`src/rtl/timer16_pkg.sv`:
```
// Package for the 16-bit timer waveform and compare-output block.
// Assumes one system clock; the timer tick is a same-domain enable.
package timer16_pkg;

    // Register indices on the plain register port
    localparam logic [3:0] REG_CTRL_A  = 4'h0;
    localparam logic [3:0] REG_CTRL_B  = 4'h1;
    localparam logic [3:0] REG_CTRL_D  = 4'h2;
    localparam logic [3:0] REG_COUNTER = 4'h3;
    localparam logic [3:0] REG_CMP_A   = 4'h4;
    localparam logic [3:0] REG_CMP_B   = 4'h5;
    localparam logic [3:0] REG_CAPTURE = 4'h6;
    localparam logic [3:0] REG_FLAGS   = 4'h7;

    // Field positions
    localparam int CTRL_A_MODE_A_HI = 7;
    localparam int CTRL_A_MODE_A_LO = 6;
    localparam int CTRL_A_MODE_B_HI = 5;
    localparam int CTRL_A_MODE_B_LO = 4;
    localparam int CTRL_A_WLOW_HI   = 1;
    localparam int CTRL_A_WLOW_LO   = 0;
    localparam int CTRL_B_WHIGH_HI  = 4;
    localparam int CTRL_B_WHIGH_LO  = 3;
    localparam int FLAG_OVF         = 0;
    localparam int FLAG_MATCH_A     = 1;
    localparam int FLAG_MATCH_B     = 2;

    // Writable bit masks; reserved bits read as zero
    localparam logic [7:0] CTRL_A_WMASK = 8'hf3;
    localparam logic [7:0] CTRL_B_WMASK = 8'h18;

    // Reset values
    localparam logic [7:0]  CTRL_RST  = 8'h00;
    localparam logic [15:0] WORD_RST  = 16'h0000;

    // Counter limits
    localparam logic [15:0] CNT_BOTTOM = 16'h0000;
    localparam logic [15:0] CNT_MAX    = 16'hffff;
    localparam logic [15:0] TOP_8BIT   = 16'h00ff;
    localparam logic [15:0] TOP_9BIT   = 16'h01ff;
    localparam logic [15:0] TOP_10BIT  = 16'h03ff;

    // Output-mode field values
    localparam logic [1:0] OUT_OFF    = 2'h0;
    localparam logic [1:0] OUT_TOGGLE = 2'h1;
    localparam logic [1:0] OUT_CLEAR  = 2'h2;
    localparam logic [1:0] OUT_SET    = 2'h3;

    // Pins per channel
    localparam int PINS_PER_CHAN = 4;

    typedef enum logic [2:0] {
        CLS_NORMAL,
        CLS_CTC,
        CLS_FAST,
        CLS_PHASE,
        CLS_PHASE_FREQ,
        CLS_RESERVED
    } mode_class_e;

    typedef struct packed {
        logic match_b;
        logic match_a;
        logic overflow;
    } flags_s;

    typedef struct packed {
        logic [15:0] value;
        logic        down;
    } count_s;

endpackage

```
`src/rtl/timer16_wave_ctrl.sv`:
```
// Waveform mode and compare-output control of a 16-bit timer.
// Assumes timer_tick_i is a one-cycle enable made on clk_sys_i.
`timescale 1ns/1ps
`default_nettype none
module timer16_wave_ctrl (
    input  wire logic        clk_sys_i,
    input  wire logic        rst_i,
    input  wire logic        clk_en_i,
    input  wire logic        timer_tick_i,
    input  wire logic [3:0]  reg_addr_i,
    input  wire logic [15:0] reg_wdata_i,
    input  wire logic        reg_wr_i,
    input  wire logic        reg_rd_i,
    output logic      [15:0] reg_rdata_o,
    input  wire logic [7:0]  port_dir_i,
    input  wire logic [7:0]  port_data_i,
    output logic      [7:0]  pin_data_o,
    output logic      [7:0]  pin_oe_n_o,
    output logic             chan_a_wave_out_o,
    output logic             chan_b_wave_out_o,
    output logic      [2:0]  flags_o
);

    // Control registers
    logic [7:0]  timer_control_a_r, timer_control_a_nxt;
    logic [7:0]  timer_control_b_r, timer_control_b_nxt;
    logic [7:0]  timer_control_d_r, timer_control_d_nxt;
    logic [15:0] capture_value_r, capture_value_nxt;

    // Counter, flags, outputs
    timer16_pkg::count_s cnt_r, cnt_nxt;
    timer16_pkg::flags_s flags_r, flags_nxt;
    logic        block_r, block_nxt;
    logic        wave_a_r, wave_a_nxt;
    logic        wave_b_r, wave_b_nxt;
    logic [7:0]  pin_data_r, pin_data_nxt;
    logic [7:0]  pin_oe_n_r, pin_oe_n_nxt;
    logic [15:0] rdata_r, rdata_nxt;

    // Decoded state
    logic [3:0]  waveform_mode_select;
    logic        waveform_mode_msb;
    logic [1:0]  chan_a_output_mode, chan_b_output_mode;
    logic [3:0]  chan_a_pin_enable, chan_b_pin_enable;
    timer16_pkg::mode_class_e mode_class;
    logic [15:0] compare_value_a, compare_value_b, buffer_a, buffer_b, top_value;
    logic        at_top, at_bottom, at_max, tick, match_a, match_b;
    logic        load_at_top, load_at_bottom, load_cmp, immediate, ovf_event;
    logic        wr_cmp_a, wr_cmp_b, conn_a, conn_b, is_pwm;

    // Mode selector split over two control registers
    assign waveform_mode_select = {
        timer_control_b_r[timer16_pkg::CTRL_B_WHIGH_HI:timer16_pkg::CTRL_B_WHIGH_LO],
        timer_control_a_r[timer16_pkg::CTRL_A_WLOW_HI:timer16_pkg::CTRL_A_WLOW_LO]
    };
    assign waveform_mode_msb  = waveform_mode_select[3];
    assign chan_a_output_mode =
        timer_control_a_r[timer16_pkg::CTRL_A_MODE_A_HI:timer16_pkg::CTRL_A_MODE_A_LO];
    assign chan_b_output_mode =
        timer_control_a_r[timer16_pkg::CTRL_A_MODE_B_HI:timer16_pkg::CTRL_A_MODE_B_LO];
    assign chan_a_pin_enable  = timer_control_d_r[3:0];
    assign chan_b_pin_enable  = timer_control_d_r[7:4];

    // Mode class of each waveform mode
    always_comb begin
        case (waveform_mode_select)
            4'h0:                mode_class = timer16_pkg::CLS_NORMAL;
            4'h1, 4'h2, 4'h3:    mode_class = timer16_pkg::CLS_PHASE;
            4'h4, 4'hc:          mode_class = timer16_pkg::CLS_CTC;
            4'h5, 4'h6, 4'h7,
            4'he, 4'hf:          mode_class = timer16_pkg::CLS_FAST;
            4'h8, 4'h9:          mode_class = timer16_pkg::CLS_PHASE_FREQ;
            4'ha, 4'hb:          mode_class = timer16_pkg::CLS_PHASE;
            4'hd:                mode_class = timer16_pkg::CLS_RESERVED;
            default:             mode_class = timer16_pkg::CLS_NORMAL;
        endcase
    end

    // TOP source per mode
    always_comb begin
        case (waveform_mode_select)
            4'h1, 4'h5:             top_value = timer16_pkg::TOP_8BIT;
            4'h2, 4'h6:             top_value = timer16_pkg::TOP_9BIT;
            4'h3, 4'h7:             top_value = timer16_pkg::TOP_10BIT;
            4'h4, 4'h9, 4'hb, 4'hf: top_value = compare_value_a;
            4'h8, 4'ha, 4'hc, 4'he: top_value = capture_value_r;
            default:                top_value = timer16_pkg::CNT_MAX;
        endcase
    end

    assign tick      = timer_tick_i;
    assign at_top    = (cnt_r.value == top_value);
    assign at_bottom = (cnt_r.value == timer16_pkg::CNT_BOTTOM);
    assign at_max    = (cnt_r.value == timer16_pkg::CNT_MAX);
    assign match_a   = tick && !block_r && (cnt_r.value == compare_value_a);
    assign match_b   = tick && !block_r && (cnt_r.value == compare_value_b);

    // Buffered compare loads and overflow points
    assign immediate = (mode_class == timer16_pkg::CLS_NORMAL) ||
                       (mode_class == timer16_pkg::CLS_CTC) ||
                       (mode_class == timer16_pkg::CLS_RESERVED);
    assign load_at_top    = (mode_class == timer16_pkg::CLS_FAST) ||
                            (mode_class == timer16_pkg::CLS_PHASE);
    assign load_at_bottom = (mode_class == timer16_pkg::CLS_PHASE_FREQ);
    assign load_cmp = tick && ((load_at_top && at_top) ||
                               (load_at_bottom && at_bottom));

    always_comb begin
        case (mode_class)
            timer16_pkg::CLS_FAST:       ovf_event = at_top;
            timer16_pkg::CLS_PHASE,
            timer16_pkg::CLS_PHASE_FREQ: ovf_event = at_bottom && cnt_r.down;
            default:                     ovf_event = at_max;
        endcase
    end

    assign wr_cmp_a = reg_wr_i && (reg_addr_i == timer16_pkg::REG_CMP_A);
    assign wr_cmp_b = reg_wr_i && (reg_addr_i == timer16_pkg::REG_CMP_B);

    compare_slot u_slot_a (
        .clk_sys_i   (clk_sys_i),
        .rst_i       (rst_i),
        .clk_en_i    (clk_en_i),
        .wr_i        (wr_cmp_a),
        .wdata_i     (reg_wdata_i),
        .immediate_i (immediate),
        .load_i      (load_cmp),
        .active_o    (compare_value_a),
        .buffer_o    (buffer_a)
    );

    compare_slot u_slot_b (
        .clk_sys_i   (clk_sys_i),
        .rst_i       (rst_i),
        .clk_en_i    (clk_en_i),
        .wr_i        (wr_cmp_b),
        .wdata_i     (reg_wdata_i),
        .immediate_i (immediate),
        .load_i      (load_cmp),
        .active_o    (compare_value_b),
        .buffer_o    (buffer_b)
    );

    // Whether a channel output is connected at all
    function automatic logic connected(input logic [1:0] om, input logic pwm,
                                       input logic msb, input logic is_a);
        logic c;
        c = (om != timer16_pkg::OUT_OFF);
        if (pwm && om == timer16_pkg::OUT_TOGGLE) begin
            c = msb && is_a;
        end
        return c;
    endfunction

    // Next waveform level of one channel
    function automatic logic wave_next(input logic [1:0] om,
                                       input timer16_pkg::mode_class_e cls,
                                       input logic wave, input logic match,
                                       input logic top_hit, input logic down,
                                       input logic cmp_is_top, input logic conn);
        logic w;
        w = wave;
        if (conn) begin
            case (cls)
                timer16_pkg::CLS_FAST: begin
                    if (om == timer16_pkg::OUT_TOGGLE) begin
                        w = match ? !wave : wave;
                    end else if (top_hit) begin
                        w = (om == timer16_pkg::OUT_CLEAR);
                    end else if (match && !cmp_is_top) begin
                        w = (om == timer16_pkg::OUT_SET);
                    end
                end
                timer16_pkg::CLS_PHASE, timer16_pkg::CLS_PHASE_FREQ: begin
                    if (match) begin
                        if (om == timer16_pkg::OUT_TOGGLE) begin
                            w = !wave;
                        end else begin
                            w = (om == timer16_pkg::OUT_SET) ^ down;
                        end
                    end
                end
                default: begin
                    if (match) begin
                        case (om)
                            timer16_pkg::OUT_TOGGLE: w = !wave;
                            timer16_pkg::OUT_CLEAR:  w = 1'b0;
                            timer16_pkg::OUT_SET:    w = 1'b1;
                            default:                 w = wave;
                        endcase
                    end
                end
            endcase
        end
        return w;
    endfunction

    assign is_pwm = (mode_class == timer16_pkg::CLS_FAST) ||
                    (mode_class == timer16_pkg::CLS_PHASE) ||
                    (mode_class == timer16_pkg::CLS_PHASE_FREQ);
    assign conn_a = connected(chan_a_output_mode, is_pwm, waveform_mode_msb, 1'b1);
    assign conn_b = connected(chan_b_output_mode, is_pwm, waveform_mode_msb, 1'b0);

    // Register file next state
    always_comb begin
        timer_control_a_nxt = timer_control_a_r;
        timer_control_b_nxt = timer_control_b_r;
        timer_control_d_nxt = timer_control_d_r;
        capture_value_nxt   = capture_value_r;
        rdata_nxt           = timer16_pkg::WORD_RST;
        if (reg_wr_i) begin
            case (reg_addr_i)
                timer16_pkg::REG_CTRL_A:
                    timer_control_a_nxt = reg_wdata_i[7:0] & timer16_pkg::CTRL_A_WMASK;
                timer16_pkg::REG_CTRL_B:
                    timer_control_b_nxt = reg_wdata_i[7:0] & timer16_pkg::CTRL_B_WMASK;
                timer16_pkg::REG_CTRL_D:
                    timer_control_d_nxt = reg_wdata_i[7:0];
                timer16_pkg::REG_CAPTURE:
                    capture_value_nxt = reg_wdata_i;
                default: ;
            endcase
        end
        if (reg_rd_i) begin
            case (reg_addr_i)
                timer16_pkg::REG_CTRL_A:  rdata_nxt = {8'h00, timer_control_a_r};
                timer16_pkg::REG_CTRL_B:  rdata_nxt = {8'h00, timer_control_b_r};
                timer16_pkg::REG_CTRL_D:  rdata_nxt = {8'h00, timer_control_d_r};
                timer16_pkg::REG_COUNTER: rdata_nxt = cnt_r.value;
                timer16_pkg::REG_CMP_A:   rdata_nxt = buffer_a;
                timer16_pkg::REG_CMP_B:   rdata_nxt = buffer_b;
                timer16_pkg::REG_CAPTURE: rdata_nxt = capture_value_r;
                timer16_pkg::REG_FLAGS:   rdata_nxt = {13'h0000, flags_r};
                default:                  rdata_nxt = timer16_pkg::WORD_RST;
            endcase
        end
    end

    // Counter sequence, flags and waveforms
    always_comb begin
        cnt_nxt   = cnt_r;
        flags_nxt = flags_r;
        block_nxt = block_r;
        wave_a_nxt = wave_a_r;
        wave_b_nxt = wave_b_r;
        if (tick) begin
            block_nxt = 1'b0;
            case (mode_class)
                timer16_pkg::CLS_CTC, timer16_pkg::CLS_FAST: begin
                    cnt_nxt.value = at_top ? timer16_pkg::CNT_BOTTOM
                                           : cnt_r.value + 16'h0001;
                    cnt_nxt.down  = 1'b0;
                end
                timer16_pkg::CLS_PHASE, timer16_pkg::CLS_PHASE_FREQ: begin
                    if (!cnt_r.down && at_top) begin
                        cnt_nxt.down  = 1'b1;
                        cnt_nxt.value = cnt_r.value - 16'h0001;
                    end else if (cnt_r.down && at_bottom) begin
                        cnt_nxt.down  = 1'b0;
                        cnt_nxt.value = cnt_r.value + 16'h0001;
                    end else begin
                        cnt_nxt.value = cnt_r.down ? cnt_r.value - 16'h0001
                                                   : cnt_r.value + 16'h0001;
                    end
                end
                default: begin
                    cnt_nxt.value = cnt_r.value + 16'h0001;
                    cnt_nxt.down  = 1'b0;
                end
            endcase
            wave_a_nxt = wave_next(chan_a_output_mode, mode_class, wave_a_r, match_a, at_top,
                                   cnt_r.down, compare_value_a == top_value, conn_a);
            wave_b_nxt = wave_next(chan_b_output_mode, mode_class, wave_b_r, match_b, at_top,
                                   cnt_r.down, compare_value_b == top_value, conn_b);
        end
        // Write-one clear; a same-cycle set wins
        if (reg_wr_i && reg_addr_i == timer16_pkg::REG_FLAGS) begin
            flags_nxt = flags_r & ~timer16_pkg::flags_s'(reg_wdata_i[2:0]);
        end
        flags_nxt.overflow = flags_nxt.overflow | (tick && ovf_event);
        flags_nxt.match_a  = flags_nxt.match_a | match_a;
        flags_nxt.match_b  = flags_nxt.match_b | match_b;
        // Counter write blocks the next match
        if (reg_wr_i && reg_addr_i == timer16_pkg::REG_COUNTER) begin
            cnt_nxt.value = reg_wdata_i;
            block_nxt     = 1'b1;
        end
    end

    // Pin multiplexing
    always_comb begin
        pin_oe_n_nxt = ~port_dir_i;
        for (int i = 0; i < timer16_pkg::PINS_PER_CHAN; i++) begin
            pin_data_nxt[i] = (conn_a && chan_a_pin_enable[i] && port_dir_i[i])
                              ? wave_a_r : port_data_i[i];
            pin_data_nxt[i + timer16_pkg::PINS_PER_CHAN] =
                (conn_b && chan_b_pin_enable[i] &&
                 port_dir_i[i + timer16_pkg::PINS_PER_CHAN])
                ? wave_b_r : port_data_i[i + timer16_pkg::PINS_PER_CHAN];
        end
    end

    always_ff @(posedge clk_sys_i or posedge rst_i) begin
        if (rst_i) begin
            timer_control_a_r <= timer16_pkg::CTRL_RST;
            timer_control_b_r <= timer16_pkg::CTRL_RST;
            timer_control_d_r <= timer16_pkg::CTRL_RST;
            capture_value_r   <= timer16_pkg::WORD_RST;
            cnt_r             <= '0;
            flags_r           <= '0;
            block_r           <= 1'b0;
            wave_a_r          <= 1'b0;
            wave_b_r          <= 1'b0;
            pin_data_r        <= 8'h00;
            pin_oe_n_r        <= 8'hff;
            rdata_r           <= timer16_pkg::WORD_RST;
        end else if (clk_en_i) begin
            timer_control_a_r <= timer_control_a_nxt;
            timer_control_b_r <= timer_control_b_nxt;
            timer_control_d_r <= timer_control_d_nxt;
            capture_value_r   <= capture_value_nxt;
            cnt_r             <= cnt_nxt;
            flags_r           <= flags_nxt;
            block_r           <= block_nxt;
            wave_a_r          <= wave_a_nxt;
            wave_b_r          <= wave_b_nxt;
            pin_data_r        <= pin_data_nxt;
            pin_oe_n_r        <= pin_oe_n_nxt;
            rdata_r           <= rdata_nxt;
        end
    end

    assign reg_rdata_o       = rdata_r;
    assign pin_data_o        = pin_data_r;
    assign pin_oe_n_o        = pin_oe_n_r;
    assign chan_a_wave_out_o = wave_a_r;
    assign chan_b_wave_out_o = wave_b_r;
    assign flags_o           = flags_r;

endmodule
`default_nettype wire

```
`src/rtl/compare_slot.sv`:
```
// One compare register: software buffer plus active compare value.
// Assumes the caller gives the load strobe already qualified by the tick.
`timescale 1ns/1ps
`default_nettype none
module compare_slot (
    input  wire logic        clk_sys_i,
    input  wire logic        rst_i,
    input  wire logic        clk_en_i,
    input  wire logic        wr_i,
    input  wire logic [15:0] wdata_i,
    input  wire logic        immediate_i,
    input  wire logic        load_i,
    output logic      [15:0] active_o,
    output logic      [15:0] buffer_o
);

    logic [15:0] buffer_r;
    logic [15:0] buffer_nxt;
    logic [15:0] active_r;
    logic [15:0] active_nxt;

    // Buffer takes writes; active follows at once or on load
    always_comb begin
        buffer_nxt = buffer_r;
        active_nxt = active_r;
        if (wr_i) begin
            buffer_nxt = wdata_i;
        end
        if (wr_i && immediate_i) begin
            active_nxt = wdata_i;
        end else if (load_i || immediate_i) begin
            active_nxt = buffer_r;
        end
    end

    always_ff @(posedge clk_sys_i or posedge rst_i) begin
        if (rst_i) begin
            buffer_r <= timer16_pkg::WORD_RST;
            active_r <= timer16_pkg::WORD_RST;
        end else if (clk_en_i) begin
            buffer_r <= buffer_nxt;
            active_r <= active_nxt;
        end
    end

    assign active_o = active_r;
    assign buffer_o = buffer_r;

endmodule
`default_nettype wire

```
`config.mk`:
```
export PLATFORM = sky130hd
export DESIGN_NAME = timer16_wave_ctrl
export DESIGN_NICKNAME = d
export VERILOG_FILES = /design/src/rtl/timer16_pkg.sv /design/src/rtl/timer16_wave_ctrl.sv /design/src/rtl/compare_slot.sv
export SDC_FILE = /design/constraint.sdc
export NUM_CORES = 1
export LEC_CHECK = 0
export BUFFER_PORTS_ARGS = -buffer_cell sky130_fd_sc_hd__buf_2
export CELL_PAD_IN_SITES_DETAIL_PLACEMENT = 1
export CELL_PAD_IN_SITES_GLOBAL_PLACEMENT = 1
export CORE_ASPECT_RATIO = 0.7
export CORE_UTILIZATION = 30
export CTS_BUF_LIST = sky130_fd_sc_hd__clkbuf_2 sky130_fd_sc_hd__clkbuf_4 sky130_fd_sc_hd__clkbuf_8
export DETAILED_ROUTE_END_ITERATION = 7
export PLACE_DENSITY_LB_ADDON = 0.1
export SKIP_LAST_GASP = 1
export SLEW_MARGIN = 20
export SYNTH_ARGS = -nofsm -noshare
export SYNTH_HDL_FRONTEND = slang
export SYNTH_SLANG_ARGS = --single-unit
```
`constraint.sdc`:
```
create_clock -name clk_sys_i -period 4.8 [get_ports clk_sys_i]
set_clock_uncertainty 0.1 [all_clocks]
set_input_delay 0.48 -clock clk_sys_i [delete_from_list [all_inputs] [get_ports clk_sys_i]]
set_output_delay 0.48 -clock clk_sys_i [all_outputs]
set_load 0.1 [all_outputs]
```
==> reports/summary.txt <==
Status -> complete, no violations
Worst path arrival time -> 4320 ps
FF+latch count, synth -> 151
Io pins -> 79
Crit start category -> flip-flop
FFs w/ async S/R, synth -> 1.000
Buf/Inv on CP -> 1
RSZ-0062 raised after global routing -> false
Share of the synthesized area in the top cell type -> 0.3718
Clock Pin Slew Worst Setup and Hold Paths -> 90 ps
R2r worst-path depth -> 9
Commonest cells after routing, fill and taps aside -> dfrtp_1 (143), mux2_2 (114), buf_2 (78), nand2_1 (55), a21oi_1 (55)
Vias -> 8571
Routed WL per cell -> 26.99 um
R2r startpoint -> timer_control_b_r[4]
Layout cells sized above 1 -> 0.2785
Cell count after synthesis -> 986
Min-Delay Path Depth -> 3
Post-CTS sizing -> 0
Post-synthesis net count -> 1030
CP max-delay cell -> o21ai_4
WP depth -> 9
Max_cap viols -> 0
Synthesis-to-layout area growth -> 14.64%
CTS H-tree depth -> 4
# setup viols final -> 0
Residual overflow from global routing -> 0
Worst stage delay on the critical path -> 840 ps
End of the worst hold path -> pin_data_o[6]
Largest fanout on the critical path -> 28
First-pass GRT wire length -> 60660 um
GPL Wtd Cong -> 0.9017
Crit end category -> flip-flop
CTS tree -> built
Commonest non-fill, non-tap cell in the layout -> dfrtp_1
Seq/Total Area, Yosys -> 0.3937
Clk Latency, worst-skew pair -> 510 ps
Worst hold start -> port_data_i[6]
Nets -> 1101
Hold Crit Class -> in2reg
Row cnt -> 54
IO Port Bufs -> 78
Crit-path leading delay family -> compound AO/OA/AOI/OAI gates
TritonCTS buffer count -> 17
Overall routing resource usage -> 0.2521
Place WS -> 825.9 ps
Initial Util -> 0.3070
Number of enable flip-flop cells after synthesis -> 0
Pwr per Cell Area -> 482.9 mW/mm^2
Fmax -> 247.7 MHz
Dpl hpwl -> 29740 um
Vias in the first global route -> 8634
Clock Sinks -> 151
Post-Syn Area -> 0.009624 mm^2
Die ar. -> 0.03281 mm^2
Slew Viols, Final -> 0
Core region area -> 0.03135 mm^2
Setup TNS -> 0 ps
Tmin final -> 4037 ps
Setup WS post-layout -> 762.5 ps
Critical Path RT -> 5080 ps
Largest net degree at the start of global routing -> 88
Critical R2R Capture -> u_slot_b.active_o[13]
CTS max path bufs -> 2
DRT Wirelength -> 40250 um
Hold Slack -> 176.6 ps
Initial antenna violation count -> 0
Synth area leaders -> dfrtp_1 (37%), mux2_2 (13%), xor2_1 (3.8%), mux2i_1 (2.9%), a21oi_1 (2.9%)
# DRC -> 0
Final hold violations -> 0
Final critical-path share of the clock period -> 0.8411
Root buf cell -> clkbuf_8
Via/cell ratio -> 5.748
Mean Syn Cell Area -> 9.761 um^2
FF-to-FF setup slack -> 760 ps
Critical Path, Cell by Cell -> or3_1 -> a21oi_4 -> a221o_1 -> xor2_1 -> nor4_4 -> and3_1 -> o21ai_4 -> buf_4 -> mux2_2
Post-CTS Repair Setup Buffers -> 0
Top_reg_cell synth -> dfrtp_1
Rel. slew slack -> 0.3011
Crit path kind -> reg2reg
Peak VDD IR -> 0.0001590 V
Chip width -> 216.1 um
Netlist cell types -> 79
Warnings from Yosys -> 0
Pre-antenna DRT Iters -> 5
LEAKAGE -> 4.622 nW
Antenna viol nets, final -> 0
Die Span Y -> 151.9 um
Iteration-0 DRC Markers -> 644
Post-synth top area cell -> dfrtp_1
Tightest Pin Transition -> 1044 ps
how the worst max path moves through the flow:
stage / from / to
2_1_floorplan: rst_i / block_r
3_3_place_gp: timer_control_b_r[4] / u_slot_b.active_o[15]
3_5_place_dp: timer_control_b_r[4] / u_slot_b.active_o[15]
4_1_cts: timer_control_b_r[4] / u_slot_b.active_o[13]
5_1_grt: timer_control_b_r[4] / u_slot_b.active_o[13]
6_report: timer_control_b_r[4] / u_slot_b.active_o[13]
where the power goes:
group | total (mW) | internal, mW | switching [mW]
combinational | 2.25 | 0.887 | 1.37
clock | 1.02 | 0.443 | 0.576
sequential | 2.06 | 1.56 | 0.490
Yosys cell counts (28+ instances only):
master	count
a21oi_1	55
xor2_1	42
o22ai_1	40
mux2i_1	28
dfrtp_1	143
nand2_1	55
mux2_2	114
inv_1	41
clkbuf_1	48
nand3_1	29
nor2_1	48
nor3_1	28
cells by family (layout without fill, tap and decap cells):
family / count (synthesis) / after routing / synth area share
flops: 151 / 151 / 0.3937
xor+xnor: 66 / 66 / 0.06006
simple gates: 248 / 248 / 0.1343
other cells: 0 / 1 / 0
buf+inv: 118 / 202 / 0.05226
mux: 146 / 146 / 0.1672
compound gates: 255 / 255 / 0.1899
fa+ha+maj: 2 / 2 / 0.002600
flip-flops by register name (all words and copies together), names as in the netlist:
signal	count
u_slot_b.active_o	16
u_slot_a.active_o	16
chan_b_wave_out_o	1
u_slot_b.buffer_o	16
flags_o	3
u_slot_a.buffer_o	16
pin_data_o	8
timer_control_a_r	6
reg_rdata_o	16
block_r	1
chan_a_wave_out_o	1
timer_control_d_r	8
cnt_r	17
capture_value_r	16
timer_control_b_r	2
pin_oe_n_o	8
layer usage:
layer	GRT usage	wire (um)
met1	0.3895	20450
met2	0.3466	16520
met3	0.06306	2896
met4	0.05533	383
met5	0	0
layout make-up:
class                   count  area [um^2]
inverters                  41        158.9
well taps                 420        525.5
multi-input cells         717         5369
clock buffers              20        262.8
clock inverters            12        117.6
repair buffers            129        808.3
fillers                  3612        20320
diodes                      1        2.502
flip-flops and latches    151         3789
worst reg2reg max path, stage by stage, from the launching register on:
cell     delay [ps]
dfrtp_1         560
or3_1           480
a21oi_4         260
a221o_1         230
xor2_1          310
nor4_4          130
and3_1          310
o21ai_4         840
buf_4           340
mux2_2          340
metrics by stage:
step,cell area (um^2),power [mW],utilization,cells
finish,11030,5.327,0.3519,1491
global placement,10560,4.276,0.3368,1449
detailed placement,10560,4.277,0.3368,1449
CTS,11030,5.333,0.3519,1490
floorplan,9624,3.456,-,986
global route,11030,5.626,0.3519,1490
repair_timing:
action | in CTS | in global routing
endpoints found under the hold margin | 26 | 0
endpoints found under the setup margin | 0 | 0
hold buffers | 9 | 0
(Power assumes the default switching activity.)
